===== config.mk =====
export PLATFORM = sky130hd
export DESIGN_NAME = parallel_slave_buffer_status
export DESIGN_NICKNAME = d
export VERILOG_FILES = /design/src/logic/pmp_status_pkg.sv /design/src/logic/byte_buffer.sv /design/src/logic/parallel_slave_buffer_status.sv
export SDC_FILE = /design/constraint.sdc
export NUM_CORES = 1
export LEC_CHECK = 0
export ABC_AREA = 1
export BUFFER_PORTS_ARGS = -buffer_cell sky130_fd_sc_hd__buf_2
export CORE_MARGIN = 4
export CORE_UTILIZATION = 55
export DETAILED_ROUTE_END_ITERATION = 12
export PLACE_DENSITY = 0.88
export SYNTH_ARGS = -nofsm -noshare
export SYNTH_HDL_FRONTEND = slang
export SYNTH_HIERARCHICAL = 1
export SYNTH_SLANG_ARGS = --single-unit

===== constraint.sdc =====
create_clock -name clk -period 1.9 [get_ports clk]
set_clock_uncertainty 0.15 [all_clocks]
set_input_delay 0.19 -clock clk [delete_from_list [all_inputs] [get_ports clk]]
set_output_delay 0.19 -clock clk [all_outputs]
set_load 0.01 [all_outputs]

===== src/logic/pmp_status_pkg.sv =====
// Constants for the parallel slave buffer status block
package pmp_status_pkg;
   localparam int          NumBuf         = 4;
   localparam logic [11:0] AddrStatus     = 12'h000;
   localparam logic [11:0] AddrPadCfg     = 12'h004;
   localparam logic [11:0] AddrOutData    = 12'h008;
   localparam logic [11:0] AddrInData     = 12'h00C;
   localparam logic [11:0] AddrIrqStatus  = 12'h010;
   localparam logic [11:0] AddrIrqEnable  = 12'h014;
   localparam logic [11:0] AddrIrqClear   = 12'h018;
   localparam int          BitInFull      = 15;
   localparam int          BitInOvf       = 14;
   localparam int          BitInBufLo     = 8;
   localparam int          BitOutEmpty    = 7;
   localparam int          BitOutUnf      = 6;
   localparam int          BitOutBufLo    = 0;
   localparam logic [15:0] PadCfgMask     = 16'h0007;
   localparam logic [15:0] PadCfgReset    = 16'h0000;
   localparam logic [3:0]  PerBufOutReset = 4'hF;
   localparam int          IrqInOvf       = 0;
   localparam int          IrqOutUnf      = 1;
   localparam int          IrqInFull      = 2;
   localparam int          IrqOutEmpty    = 3;
endpackage


===== src/logic/byte_buffer.sv =====
// One byte buffer with a full flag, filled by one side and drained by the other
`timescale 1ns/10ps
`default_nettype none
module byte_buffer #(
   parameter int Width = 8
) (
   // Clock and reset
   input  wire logic             clk,
   input  wire logic             rst_n,
   // Fill side
   input  wire logic             fill,
   input  wire logic [Width-1:0] fillData,
   // Drain side
   input  wire logic             drain,
   // State
   output logic                  full,
   output logic [Width-1:0]      data
);
   logic             next_full;
   logic [Width-1:0] next_data;

   always_comb begin
      next_full = full;
      next_data = data;
      if (drain) begin
         next_full = 1'b0;
      end
      if (fill) begin
         next_full = 1'b1;
         next_data = fillData;
      end
   end

   always_ff @(posedge clk or negedge rst_n) begin
      if (!rst_n) begin
         full <= 1'b0;
         data <= {Width{1'b0}};
      end else begin
         full <= next_full;
         data <= next_data;
      end
   end
endmodule
`default_nettype wire


===== src/logic/parallel_slave_buffer_status.sv =====
// Parallel slave port buffers, status flags and APB register access
`timescale 1ns/10ps
`default_nettype none
module parallel_slave_buffer_status
   import pmp_status_pkg::*;
(
   // Clock and reset
   input  wire logic        clk,
   input  wire logic        rst_n,
   // APB slave
   input  wire logic        psel,
   input  wire logic        penable,
   input  wire logic        pwrite,
   input  wire logic [11:0] paddr,
   input  wire logic [31:0] pwdata,
   output logic [31:0]      prdata,
   output logic             pready,
   output logic             pslverr,
   // Host parallel side
   input  wire logic        hostRead,
   input  wire logic        hostWrite,
   input  wire logic [1:0]  parallel_address_lines,
   input  wire logic [7:0]  hostWriteData,
   output logic [7:0]       hostReadData,
   // Pad configuration
   output logic [1:0]       seconds_clock_output_select,
   output logic             port_input_buffer_type_select,
   // Interrupt
   output logic             irq
);
   logic [NumBuf-1:0] inFull;
   logic [NumBuf-1:0] outFull;
   logic [7:0]        inData  [NumBuf];
   logic [7:0]        outData [NumBuf];
   logic [NumBuf-1:0] hostWrSel;
   logic [NumBuf-1:0] hostRdSel;
   logic [NumBuf-1:0] swInRead;
   logic [NumBuf-1:0] swOutWrite;
   logic [NumBuf-1:0] per_input_buffer_full_flags;
   logic [NumBuf-1:0] per_output_buffer_empty_flags;
   logic              all_inputs_full_flag;
   logic              all_outputs_empty_flag;
   logic              input_overflow_flag;
   logic              output_underflow_flag;
   logic              next_input_overflow_flag;
   logic              next_output_underflow_flag;
   logic [15:0]       statusWord;
   logic [15:0]       padCfg;
   logic [15:0]       next_padCfg;
   logic [3:0]        irqStatus;
   logic [3:0]        next_irqStatus;
   logic [3:0]        irqEnable;
   logic [3:0]        next_irqEnable;
   logic [3:0]        irqEvents;
   logic [31:0]       next_prdata;
   logic              next_pready;
   logic              next_pslverr;
   logic [7:0]        next_hostReadData;
   logic              access;
   logic              wrAccess;
   logic              rdAccess;
   logic              overflowEvent;
   logic              underflowEvent;
   logic              prevAllEmpty;
   logic              prevAllFull;
   logic              next_prevAllEmpty;
   logic              next_prevAllFull;
   logic              wrStatus;
   logic              wrPadCfg;
   logic              wrOutData;
   logic              wrIrqEnable;
   logic              wrIrqClear;
   logic              rdInData;
   logic [1:0]        swBufSel;
   logic              next_irq;
   logic [1:0]        next_secondsSel;
   logic              next_bufTypeSel;

   // One transfer per access phase; pready pulses for a single cycle
   assign access   = psel && penable && !pready;
   assign wrAccess = access && pwrite;
   assign rdAccess = access && !pwrite;

   // Register decode; input data reads name their buffer in pwdata
   assign swBufSel    = pwdata[9:8];
   assign wrStatus    = wrAccess && (paddr == AddrStatus);
   assign wrPadCfg    = wrAccess && (paddr == AddrPadCfg);
   assign wrOutData   = wrAccess && (paddr == AddrOutData);
   assign wrIrqEnable = wrAccess && (paddr == AddrIrqEnable);
   assign wrIrqClear  = wrAccess && (paddr == AddrIrqClear);
   assign rdInData    = rdAccess && (paddr == AddrInData);

   // Buffer decode from the host address
   always_comb begin
      for (int i = 0; i < NumBuf; i++) begin
         hostWrSel[i] = hostWrite && (parallel_address_lines == 2'(i));
         hostRdSel[i] = hostRead && (parallel_address_lines == 2'(i));
      end
   end

   // Buffer decode from the software buffer select
   always_comb begin
      for (int i = 0; i < NumBuf; i++) begin
         swInRead[i]   = rdInData && (swBufSel == 2'(i));
         swOutWrite[i] = wrOutData && (swBufSel == 2'(i));
      end
   end

   // Input buffers: host fills unless full, software drains
   for (genvar g = 0; g < NumBuf; g++) begin : gInBuf
      byte_buffer inBuf (
         .clk      (clk),
         .rst_n    (rst_n),
         .fill     (hostWrSel[g] && !inFull[g]),
         .fillData (hostWriteData),
         .drain    (swInRead[g]),
         .full     (inFull[g]),
         .data     (inData[g])
      );
   end

   // Output buffers: software fills, host drains
   for (genvar g = 0; g < NumBuf; g++) begin : gOutBuf
      byte_buffer outBuf (
         .clk      (clk),
         .rst_n    (rst_n),
         .fill     (swOutWrite[g]),
         .fillData (pwdata[7:0]),
         .drain    (hostRdSel[g]),
         .full     (outFull[g]),
         .data     (outData[g])
      );
   end

   assign per_input_buffer_full_flags   = inFull;
   assign per_output_buffer_empty_flags = ~outFull;
   assign all_inputs_full_flag          = &inFull;
   assign all_outputs_empty_flag        = ~|outFull;
   assign overflowEvent                 = |(hostWrSel & inFull);
   assign underflowEvent                = |(hostRdSel & ~outFull);

   // Status word from its field positions
   always_comb begin
      statusWord                       = 16'h0000;
      statusWord[BitInFull]            = all_inputs_full_flag;
      statusWord[BitInOvf]             = input_overflow_flag;
      statusWord[BitInBufLo +: NumBuf] = per_input_buffer_full_flags;
      statusWord[BitOutEmpty]          = all_outputs_empty_flag;
      statusWord[BitOutUnf]            = output_underflow_flag;
      statusWord[BitOutBufLo +: NumBuf] = per_output_buffer_empty_flags;
   end

   // Interrupt events; aggregate flags count on their rise only
   always_comb begin
      irqEvents              = 4'h0;
      irqEvents[IrqInOvf]    = overflowEvent;
      irqEvents[IrqOutUnf]   = underflowEvent;
      irqEvents[IrqInFull]   = all_inputs_full_flag && !prevAllFull;
      irqEvents[IrqOutEmpty] = all_outputs_empty_flag && !prevAllEmpty;
   end

   // Edge detectors reset to the flags' own reset levels
   always_comb begin
      next_prevAllEmpty = all_outputs_empty_flag;
      next_prevAllFull  = all_inputs_full_flag;
   end

   always_ff @(posedge clk or negedge rst_n) begin
      if (!rst_n) begin
         prevAllEmpty <= 1'b1;
         prevAllFull  <= 1'b0;
      end else begin
         prevAllEmpty <= next_prevAllEmpty;
         prevAllFull  <= next_prevAllFull;
      end
   end

   // Sticky flags; a hardware set wins over a software clear
   always_comb begin
      next_input_overflow_flag   = input_overflow_flag;
      next_output_underflow_flag = output_underflow_flag;
      if (wrStatus) begin
         if (!pwdata[BitInOvf]) begin
            next_input_overflow_flag = 1'b0;
         end
         if (!pwdata[BitOutUnf]) begin
            next_output_underflow_flag = 1'b0;
         end
      end
      if (overflowEvent) begin
         next_input_overflow_flag = 1'b1;
      end
      if (underflowEvent) begin
         next_output_underflow_flag = 1'b1;
      end
   end

   always_ff @(posedge clk or negedge rst_n) begin
      if (!rst_n) begin
         input_overflow_flag   <= 1'b0;
         output_underflow_flag <= 1'b0;
      end else begin
         input_overflow_flag   <= next_input_overflow_flag;
         output_underflow_flag <= next_output_underflow_flag;
      end
   end

   // Pad configuration; only the writable bits are kept
   always_comb begin
      next_padCfg = padCfg;
      if (wrPadCfg) begin
         next_padCfg = pwdata[15:0] & PadCfgMask;
      end
      next_secondsSel = next_padCfg[2:1];
      next_bufTypeSel = next_padCfg[0];
   end

   always_ff @(posedge clk or negedge rst_n) begin
      if (!rst_n) begin
         padCfg                        <= PadCfgReset;
         seconds_clock_output_select   <= 2'b00;
         port_input_buffer_type_select <= 1'b0;
      end else begin
         padCfg                        <= next_padCfg;
         seconds_clock_output_select   <= next_secondsSel;
         port_input_buffer_type_select <= next_bufTypeSel;
      end
   end

   // Interrupt state; an event beats a clear in the same cycle
   always_comb begin
      next_irqEnable = irqEnable;
      next_irqStatus = irqStatus;
      if (wrIrqEnable) begin
         next_irqEnable = pwdata[3:0];
      end
      if (wrIrqClear) begin
         next_irqStatus = irqStatus & ~pwdata[3:0];
      end
      next_irqStatus = next_irqStatus | irqEvents;
      next_irq       = |(next_irqStatus & next_irqEnable);
   end

   always_ff @(posedge clk or negedge rst_n) begin
      if (!rst_n) begin
         irqEnable <= 4'h0;
         irqStatus <= 4'h0;
         irq       <= 1'b0;
      end else begin
         irqEnable <= next_irqEnable;
         irqStatus <= next_irqStatus;
         irq       <= next_irq;
      end
   end

   // APB read mux and answer
   always_comb begin
      next_prdata  = 32'h0000_0000;
      next_pslverr = 1'b0;
      next_pready  = access;
      if (access) begin
         unique case (paddr)
            AddrStatus:    next_prdata = {16'h0000, statusWord};
            AddrPadCfg:    next_prdata = {16'h0000, padCfg};
            AddrOutData:   next_prdata = 32'h0000_0000;
            AddrInData:    next_prdata = {24'h00_0000, inData[swBufSel]};
            AddrIrqStatus: next_prdata = {28'h000_0000, irqStatus};
            AddrIrqEnable: next_prdata = {28'h000_0000, irqEnable};
            AddrIrqClear:  next_prdata = 32'h0000_0000;
            default:       next_pslverr = 1'b1;
         endcase
      end
   end

   // Answer stands for one cycle only
   always_ff @(posedge clk or negedge rst_n) begin
      if (!rst_n) begin
         prdata  <= 32'h0000_0000;
         pready  <= 1'b0;
         pslverr <= 1'b0;
      end else begin
         prdata  <= next_prdata;
         pready  <= next_pready;
         pslverr <= next_pslverr;
      end
   end

   // Host read data from the addressed output buffer
   always_comb begin
      next_hostReadData = hostReadData;
      if (hostRead) begin
         next_hostReadData = outData[parallel_address_lines];
      end
   end

   always_ff @(posedge clk or negedge rst_n) begin
      if (!rst_n) begin
         hostReadData <= 8'h00;
      end else begin
         hostReadData <= next_hostReadData;
      end
   end
endmodule
`default_nettype wire


==> results.cfg, run 1 <==
[sta]
setup_ws_ps = 113
final-hold-violation-count = 0
max_freq_mhz = 560
fin_crit_sh_pct = 94.0
max_slew_margin_pct = 55.9
tns_ps = 0
rsz0062_at_grt = no
fin_crit_ps = 1790
worstMarginPinSlew_ps = 656
setup_viol = 0
drv_slew = 0
hold_ws_ps = 27.1

[critical_path]
cp-start-kind = register
crit_arrival_ps = 1920
critical_path.max_fanout = 9
ff2ff_path_depth = 8
r2r_start = pready
worst_setup_path_end_kind = register
cp_slowest_cell = dfrtp_1
crit_type = register to register
critical_path.cell_chain = inv_1 -> nand3_2 -> nor2_4 -> nand3_1 -> nor2_1 -> inv_2 -> nand2_1 -> nand2_1
r2r_end = gOutBuf[1].outBuf/data[5]
required_ps = 2030
critical_path.max_stage_delay_ps = 400
r2r_slack_ps = 110
crit_top_cell = nand2_1

[hold_path]
hp-class = primary input to register
hold_start = hostRead
hold_depth = 3
whs_endpoint = hostReadData[2]

[route]
firstDrtPassIters = 5
vias_per_cell = 5.28
drcViolationCount = 0
wl_per_cell_um = 15.1
antenna_left = 0
drtIter0Drc = 342
via_count = 4606
wirelength_mm = 13.2

[pwr]
swShare_pct = 30.3
p_clk_share_pct = 27.9
pwr-share-seq_pct = 57.6
comb_power_share_pct = 14.5
cellPowerDensity_mw_per_mm2 = 803
p_int_mw = 3.45
vdd_drop_max_mv = 0.573
leakage_nw = 3.43
power.switching_mw = 1.50

[synth]
synth_top_family_by_area = simple AND/OR/NAND/NOR gates
synth_compound_area_share_pct = 5.93
synth_seq_area_share_pct = 52.3
mappedNetlistArea_mm2 = 0.00536
yosysUniqueCellTypes = 41
yosysWarnings = 6
syn-instance-count = 640
synth_fa_ha_area_share_pct = 0
synthSimpleGateAreaFrac_pct = 32.8
ys_seq_elements = 112
synthMuxAreaShare_pct = 0
synth_xor_area_share_pct = 0
avgSynthCellArea_um2 = 8.38

[finish]
nets = 799
syn2layout_area_growth_pct = 15.2
n_antenna_cell = 0
drive_gt1_share_pct = 21.0
final_cell_area_mm2 = 0.00617

[floorplan]
die_width_um = 107
initial_core_util_pct = 57.2
core_area_mm2 = 0.00937
dieArea_mm2 = 0.0114
rows = 35
dieHeight_um = 107
boundaryPins = 107

[global_route]
grt_use_total_pct = 24.3
grt_use_met3_pct = 5.06
first_global_vias = 4628
grt_pass1_wl_mm = 21.9
grt_antenna_before_repair = 0
global_route.usage.met2_pct = 40.5
grtUsageMet1_pct = 30.6
busiest_layer = met2
grt_max_degree = 41
overflow = 0

[clock_network]
clock_latency_ps = 390
numCtsBuffers = 9
clock_sinks = 112
cts_tree = built
cts_root_buffer = clkbuf_8
clkTransAtPathRegs_ps = 120
clock_path_buffers = 2
post_cts_buffers = 0
cts-resized-gates = 0
htreeDepth = 3

[placed_design]
dp_slack_ps = 150
routabilityCongestion = 0.891
port-buffer-count = 67
hpwlAfterDp_mm = 9.40
place_area_mm2 = 0.00581

[outcome]
run_status = completed

[job]
maxCapViolCount = 0
==> what timing repair did <==
action,4_1_cts,5_1_grt
endpoints found under the hold margin,101,0
endpoints found under the setup margin,0,0
hold buffers,18,0
==> cell type report <==
type	count	area [um2]
Fill cell	753	3200
Timing Repair Buffer	101	663
Multi-Input combinational cell	459	2150
Tap cell	129	161
Sequential cell	112	2800
Clock buffer	10	128
Inverter	55	211
Clock inverter	6	61.3
==> metrics by stage <==
| stage | total power [mW] | util (%) | cells |
|---|---|---|---|
| floorplan | 3.31 | - | 657 |
| global placement | 3.51 | 61.9 | 838 |
| detailed placement | 3.58 | 61.9 | 838 |
| CTS | 4.96 | 65.9 | 872 |
| global route | 5.18 | 65.9 | 872 |
| finish | 4.96 | 65.9 | 872 |
==> kinds of logic after synthesis <==
kind of cell / count (synthesis)
other: 1
AO/OA/AOI/OAI: 44
flip-flops: 112
buffers and inverters: 86
AND/OR/NAND/NOR: 397
==> cell usage after synthesis (all sizes together) <==
master	number	share of area (%)
nand2	318	23
dfrtp	111	52
inv	52	3.7
nor2	33	4.2
buf	30	4.8
nand3	21	2.6
o21ai	14	1.6
a22oi	13	1.8
nor3	12	1.4
nand4	9	1.1
a21oi	5	0.68
a31oi	4	0.47
nor4	4	0.58
clkinv	3	0.26
a22o	2	0.33
o22ai	2	0.47
a211oi	1	0.14
a21o	1	0.14
a41oi	1	0.16
clkbuf	1	0.093
conb	1	0.070
dfstp	1	0.49
o211ai	1	0.14
==> per-layer routing <==
layer	vias up	part of all wire, %
met3	33	8.0
met4	0	2.6
met1	2179	39
met2	234	50
met5	-	0
li1	2160	-
==> worst max-delay path: cells and delay by family (launching register included) <==
family,cells,cell delay [ps]
simple gates,6,930
buf+inv,2,220
flops,1,400
==> flip-flops by register name (all words and copies together) (netlist names), 2 cells and up <==
register             count
irqEnable                4
irqStatus                4
gInBuf.inBuf/full        4
prdata                  14
gOutBuf.outBuf/full      4
padCfg                   2
hostReadData             8
gInBuf.inBuf/data       32
gOutBuf.outBuf/data     32
==> power by group through the flow <==
stage                     clock [mW]  sequential, mW  combinational (mW)
final                           1.38            2.85               0.719
after global routing            1.47            2.88               0.818
after CTS                       1.39            2.85               0.720
after detailed placement           0            2.90               0.688
after global placement             0            2.87               0.641
after floorplan                    0            2.85               0.461
==> placed cells by master, fill, tap and decap left out, types with 13 or more instances in the layout <==
cell type / synthesis / layout
nand2_1: 308 / 308
dfrtp_1: 111 / 111
buf_2: 0 / 66
inv_1: 40 / 40
conb_1: 1 / 18
dlygate4sd3_1: 0 / 18
nand3_1: 17 / 17
nor2_1: 16 / 16
buf_4: 19 / 15
a22oi_1: 13 / 13
==> worst max path at each step <==
stage | start | endpoint | cells past startpoint
global route | pready | irq | 11
detailed placement | paddr[7] | gOutBuf[1].outBuf/data[1] | 9
CTS | pready | gOutBuf[1].outBuf/data[5] | 8
floorplan | pready | gOutBuf[0].outBuf/data[3] | 9
finish | pready | gOutBuf[1].outBuf/data[5] | 8
global placement | paddr[7] | gInBuf[0].inBuf/full | 13
Note: power is estimated with default switching activity, not from simulation.
==> inputs of run 2 (changes only) <==
CORE_UTILIZATION = 45   (was 55)
PLACE_DENSITY = 0.75   (was 0.88)
==> run 2 against run 1 <==
Against the previous run: routed wire length is 0.64% higher; clock power is 36% higher; largest cell class unchanged; sequential power hardly changed; combinational power is 3% lower; non-clock buffer count is 2 lower; core utilization is 11 points lower; total power is 9.4% higher; register-to-register slack better by 80 ps.
==> results.cfg, run 2 (synthesized netlist as in run 1, its figures left out) <==
[outcome]
run_status = completed

[placed_design]
port-buffer-count = 67
hpwlAfterDp_mm = 9.21
place_area_mm2 = 0.00582
routabilityCongestion = 0.842

[finish]
nets = 797
final_cell_mix = 308 x nand2_1, 111 x dfrtp_1, 66 x buf_2
top_regs = gInBuf.inBuf/data: 32 flops, gOutBuf.outBuf/data: 32 flops, prdata: 14 flops
final_common_cell = nand2_1
n_antenna_cell = 0
drive_gt1_share_pct = 21.1
syn2layout_area_growth_pct = 17.2
final_cell_area_mm2 = 0.00628

[floorplan]
rows = 39
initial_core_util_pct = 46.6
die_width_um = 117
core_area_mm2 = 0.0115
dieArea_mm2 = 0.0137
dieHeight_um = 117
boundaryPins = 107

[global_route]
global_route.usage.met2_pct = 34.3
busiest_layer = met2
grt_use_total_pct = 20.8
grt_antenna_before_repair = 0
grt_max_degree = 51
grt_use_met3_pct = 4.68
overflow = 0
grt_pass1_wl_mm = 21.8
grtUsageMet1_pct = 26.4
first_global_vias = 4460

[route]
vias_per_cell = 5.03
drtIter0Drc = 364
firstDrtPassIters = 5
wirelength_mm = 13.3
wl_per_cell_um = 15.0
drcViolationCount = 0
via_count = 4443
antenna_left = 0

[sta]
setup_viol = 0
drv_slew = 0
final-hold-violation-count = 0
tns_ps = 0
fin_crit_sh_pct = 90.0
worstMarginPinSlew_ps = 513
fin_crit_ps = 1710
max_slew_margin_pct = 65.5
rsz0062_at_grt = no
max_freq_mhz = 585
hold_ws_ps = 11.8

[job]
maxCapViolCount = 0

[hold_path]
hp-class = primary input to register
hold_depth = 3

[critical_path]
critical_path.max_stage_delay_ps = 380
cp-start-kind = register
critical_path.max_fanout = 8
critical_path.cell_chain = inv_1 -> nand3_2 -> nor2_4 -> buf_4 -> nand3_4 -> nand2_1 -> o21ai_2 -> nand2_1 -> nand2_1 -> inv_1 -> nand2_1
ff2ff_path_depth = 11
required_ps = 1990
crit_top_cell = nand2_1
cp_slowest_cell = dfrtp_1
crit_type = register to register
crit_arrival_ps = 1800
worst_setup_path_end_kind = register

[clock_network]
htreeDepth = 3
clkTransAtPathRegs_ps = 70
clock_path_buffers = 2
post_cts_buffers = 0
clock_latency_ps = 360
clock_sinks = 112
numCtsBuffers = 9
cts_tree = built
cts_root_buffer = clkbuf_16

[pwr]
cellPowerDensity_mw_per_mm2 = 863
vdd_drop_max_mv = 0.618
leakage_nw = 3.47
-- run 2: worst paths after layout --
| kind | slack, ps | to | from |
|---|---|---|---|
| min reg2reg | 290 | prevAllEmpty | gOutBuf[1].outBuf/full |
| min | 10 | gOutBuf[0].outBuf/data[3] | pwdata[3] |
| min in group asynchronous | 170 | gInBuf[1].inBuf/full | rst_n |
| max in group asynchronous | 830 | gOutBuf[3].outBuf/data[7] | rst_n |
| max | 190 | irq | pready |
| max reg2reg | 190 | irq | pready |
-- run 2: metrics by stage --
| stage | std cells | power, mW | util (%) | worst slack (ps) |
|---|---|---|---|---|
| after floorplan | 657 | 3.31 | - | 285 |
| after global placement | 851 | 3.51 | 50.5 | 197 |
| after detailed placement | 851 | 3.56 | 50.5 | 114 |
| after CTS | 883 | 5.46 | 54.5 | 90.9 |
| after global routing | 883 | 5.71 | 54.5 | 49.1 |
| final | 883 | 5.42 | 54.5 | 190 |
-- run 2: area by class of cell --
type / instances / area [um2]
Clock inverter: 4 / 45.0
Multi-Input combinational cell: 459 / 2150
Tap cell: 143 / 179
Clock buffer: 11 / 243
Fill cell: 1057 / 5240
Inverter: 55 / 211
Timing Repair Buffer: 99 / 646
Sequential cell: 112 / 2800
-- run 2: per-layer routing --
layer  part of all wire [%]  vias up  routed length (um)
li1                       -     2156                   -
met1                     43     2116                5720
met2                     49      150                6490
met3                    5.9       21                 781
met4                    2.1        0                 276
met5                      0        -                   0
-- run 2: power breakdown --
group / leakage [nW] / switching, mW / internal [mW]
Sequential: 1.47 / 0.169 / 2.68
Clock: 0.145 / 0.826 / 1.05
Combinational: 1.86 / 0.437 / 0.263
-- run 2: worst max-delay path: cells and delay by family (launching register included) --
family / cells / cell delay [ps]
compound gates: 1 / 70
buf+inv: 3 / 290
flops: 1 / 380
simple gates: 7 / 710
-- run 2: what timing repair did --
item / in CTS / in global routing
resized for setup: 0 / 2
hold buffers: 17 / 0
endpoints found under the setup margin: 0 / 8
endpoints found under the hold margin: 122 / 0
==> inputs of run 3 (changes only) <==
PLACE_DENSITY = 0.76   (was 0.75)
SYNTH_HIERARCHICAL = not set   (was 1)
clock period = 2.1 ns   (was 1.9 ns; I/O delays follow)
==> run 3 against run 2 <==
Against the previous run: sequential share of layout area up 3.9 points; sequential power down 9.8%; clock power down 33%; core utilization up 0.42 points; setup slack better by 140 ps; maximum frequency down 3.3%; register-to-register slack better by 140 ps; die area down 7.6%; cell area down 8.0%; global-route usage down 1.6 points; synthesized cell count down 12%; non-clock buffer count down 1; critical path type unchanged.
==> results.cfg, run 3 <==
[outcome]
run_status = completed

[sta]
worstMarginPinSlew_ps = 623
max_freq_mhz = 566
hold_ws_ps = 17.4
fin_crit_ps = 1770
tns_ps = 0
setup_viol = 0
final-hold-violation-count = 0
max_slew_margin_pct = 58.3
fin_crit_sh_pct = 84.2
rsz0062_at_grt = no
drv_slew = 0

[clock_network]
clock_sinks = 112
cts_tree = built
clkTransAtPathRegs_ps = 110
numCtsBuffers = 9
cts_root_buffer = clkbuf_8
cts-resized-gates = 0
clock_path_buffers = 2
htreeDepth = 3
clock_latency_ps = 360

[route]
antenna_left = 0
drtIter0Drc = 400
via_count = 4159
wirelength_mm = 11.8
drcViolationCount = 0
firstDrtPassIters = 7
wl_per_cell_um = 14.7
vias_per_cell = 5.19

[synth]
mappedNetlistArea_mm2 = 0.00493
yosysUniqueCellTypes = 29
synthTopCellsByCount = 163 x nand2_1, 111 x dfrtp_1, 49 x inv_1, 49 x o21ai_0, 43 x nor2_1
ys.flop_type = dfrtp_1
synth_largest_area_cell = dfrtp_1
synth-edff-count = 0
synth_top_area_share_pct = 56.4
synth.most_common_cell = nand2_1
synth_seq_area_share_pct = 56.9
yosysWarnings = 0
avgSynthCellArea_um2 = 8.70
synthArstFlopShare_pct = 100
syn-instance-count = 566
ys_seq_elements = 112
synthTopCellsByArea = dfrtp_1 56%, nand2_1 12%, o21ai_0 5.0%

[finish]
stdcell_count = 801
nets = 721
num-fill-cells = 949
final_cell_mix = 163 x nand2_1, 111 x dfrtp_1, 66 x buf_2
final_common_cell = nand2_1
n_antenna_cell = 0
syn2layout_area_growth_pct = 17.2
multi_input_area_mm2 = 0.00180
ff_latch_area_mm2 = 0.00280
top_regs = gInBuf.inBuf.data: 32 flops, gOutBuf.outBuf.data: 32 flops, prdata: 14 flops
drive_gt1_share_pct = 17.1

[critical_path]
crit_type = register to register
critical_path.max_stage_delay_ps = 390
critical_path.max_fanout = 8
critical_path.cell_chain = inv_1 -> nand3_1 -> nor2_1 -> buf_4 -> nand4_1 -> nand2_1 -> nand2_1 -> nand2_1 -> nand2_1 -> inv_1 -> nand2_1
cp_slowest_cell = dfrtp_1
r2r_end = irq
r2r_start = pready
crit_buf_inv = 3
crit_arrival_ps = 1890
cp-start-kind = register
ff2ff_path_depth = 11
worst-path-stages = 11
r2r_slack_ps = 330
critPathTopFamily = simple AND/OR/NAND/NOR gates
worst_setup_path_end_kind = register
required_ps = 2220
crit_top_cell = nand2_1

[global_route]
grt_use_met3_pct = 3.61
grt_use_total_pct = 19.1
grt_antenna_before_repair = 0
busiest_layer = met2
first_global_vias = 4086
overflow = 0
grtUsageMet1_pct = 26.8
global_route.usage.met2_pct = 30.6
grt_max_degree = 57
grt_pass1_wl_mm = 19.9

[floorplan]
rows = 37
die_width_um = 113
core_area_mm2 = 0.0105
dieHeight_um = 113
dieArea_mm2 = 0.0127
boundaryPins = 107
initial_core_util_pct = 46.9

[pwr]
power.switching_mw = 1.31
swShare_pct = 29.4
leakage_nw = 2.93
p_int_mw = 3.14
comb_power_share_pct = 14.1
cellPowerDensity_mw_per_mm2 = 770
vdd_drop_max_mv = 0.629
power_mw = 4.45
pwr-share-seq_pct = 57.8
p_clk_share_pct = 28.1

[placed_design]
placedCellCount = 771
hpwlAfterDp_mm = 8.52
routabilityCongestion = 0.888
port-buffer-count = 67

[hold_path]
hold_start = hostWriteData[6]
hold_depth = 3
hp-class = primary input to register
whs_endpoint = gInBuf[0].inBuf.data[6]

[job]
maxCapViolCount = 0
## run 3: repair_timing
item,CTS,global route
setup buffers,0,0
hold buffers,13,1
hold endpoints to repair,64,1
endpoints found under the setup margin,0,0
## run 3: final cells by class
class | instances | share of cell area, %
Sequential cell | 112 | 48.5
Multi-Input combinational cell | 390 | 31.2
Timing Repair Buffer | 98 | 10.7
Inverter | 49 | 3.18
Tap cell | 136 | 2.95
Clock buffer | 9 | 2.14
Clock inverter | 7 | 1.26
## run 3: metal layers
layer | up-vias | wire (um)
met5 | - | 0
li1 | 2013 | -
met3 | 13 | 753
met2 | 146 | 5810
met1 | 1987 | 5120
met4 | 0 | 129
## run 3: cells by family (layout without fill, tap and decap cells)
logic type             Yosys count  after routing  share of synthesized area [%]
buffers and inverters           81            163                           7.77
flip-flops                     112            112                           56.9
AND/OR/NAND/NOR                258            258                           22.1
AO/OA/AOI/OAI                  114            114                           13.1
other                            1             18                         0.0761
## run 3: power groups by stage
| stage | clock network [mW] | registers (mW) | logic [mW] |
|---|---|---|---|
| after CTS | 1.28 | 2.57 | 0.624 |
| final | 1.25 | 2.57 | 0.626 |
| after detailed placement | 0 | 2.61 | 0.604 |
| after global placement | 0 | 2.60 | 0.577 |
| after global routing | 1.38 | 2.61 | 0.723 |
| after floorplan | 0 | 2.58 | 0.394 |
## run 3: worst min-delay path: cells and delay by family
family                 cells  cell delay (ps)
AOI/OAI and AO/OA          1               90
buffers and inverters      2              200
## run 3: worst max-delay path by stage
| stage | start | endpoint | slack, ps |
|---|---|---|---|
| after floorplan | pready | irq | 330 |
| after global placement | paddr[11] | gOutBuf[1].outBuf.data[1] | 180 |
| after detailed placement | paddr[9] | gOutBuf[1].outBuf.data[5] | 130 |
| after CTS | pready | irq | 360 |
| after global routing | pready | irq | 170 |
| final | pready | irq | 330 |
## run 3: through the flow
stage                     worst slack [ps]  utilization [%]  instance area (um2)
after global routing                   172             55.0                 5780
after floorplan                        326                -                 4990
after CTS                              356             54.9                 5770
final                                  332             55.0                 5780
after global placement                 184             51.8                 5440
after detailed placement               135             51.8                 5440
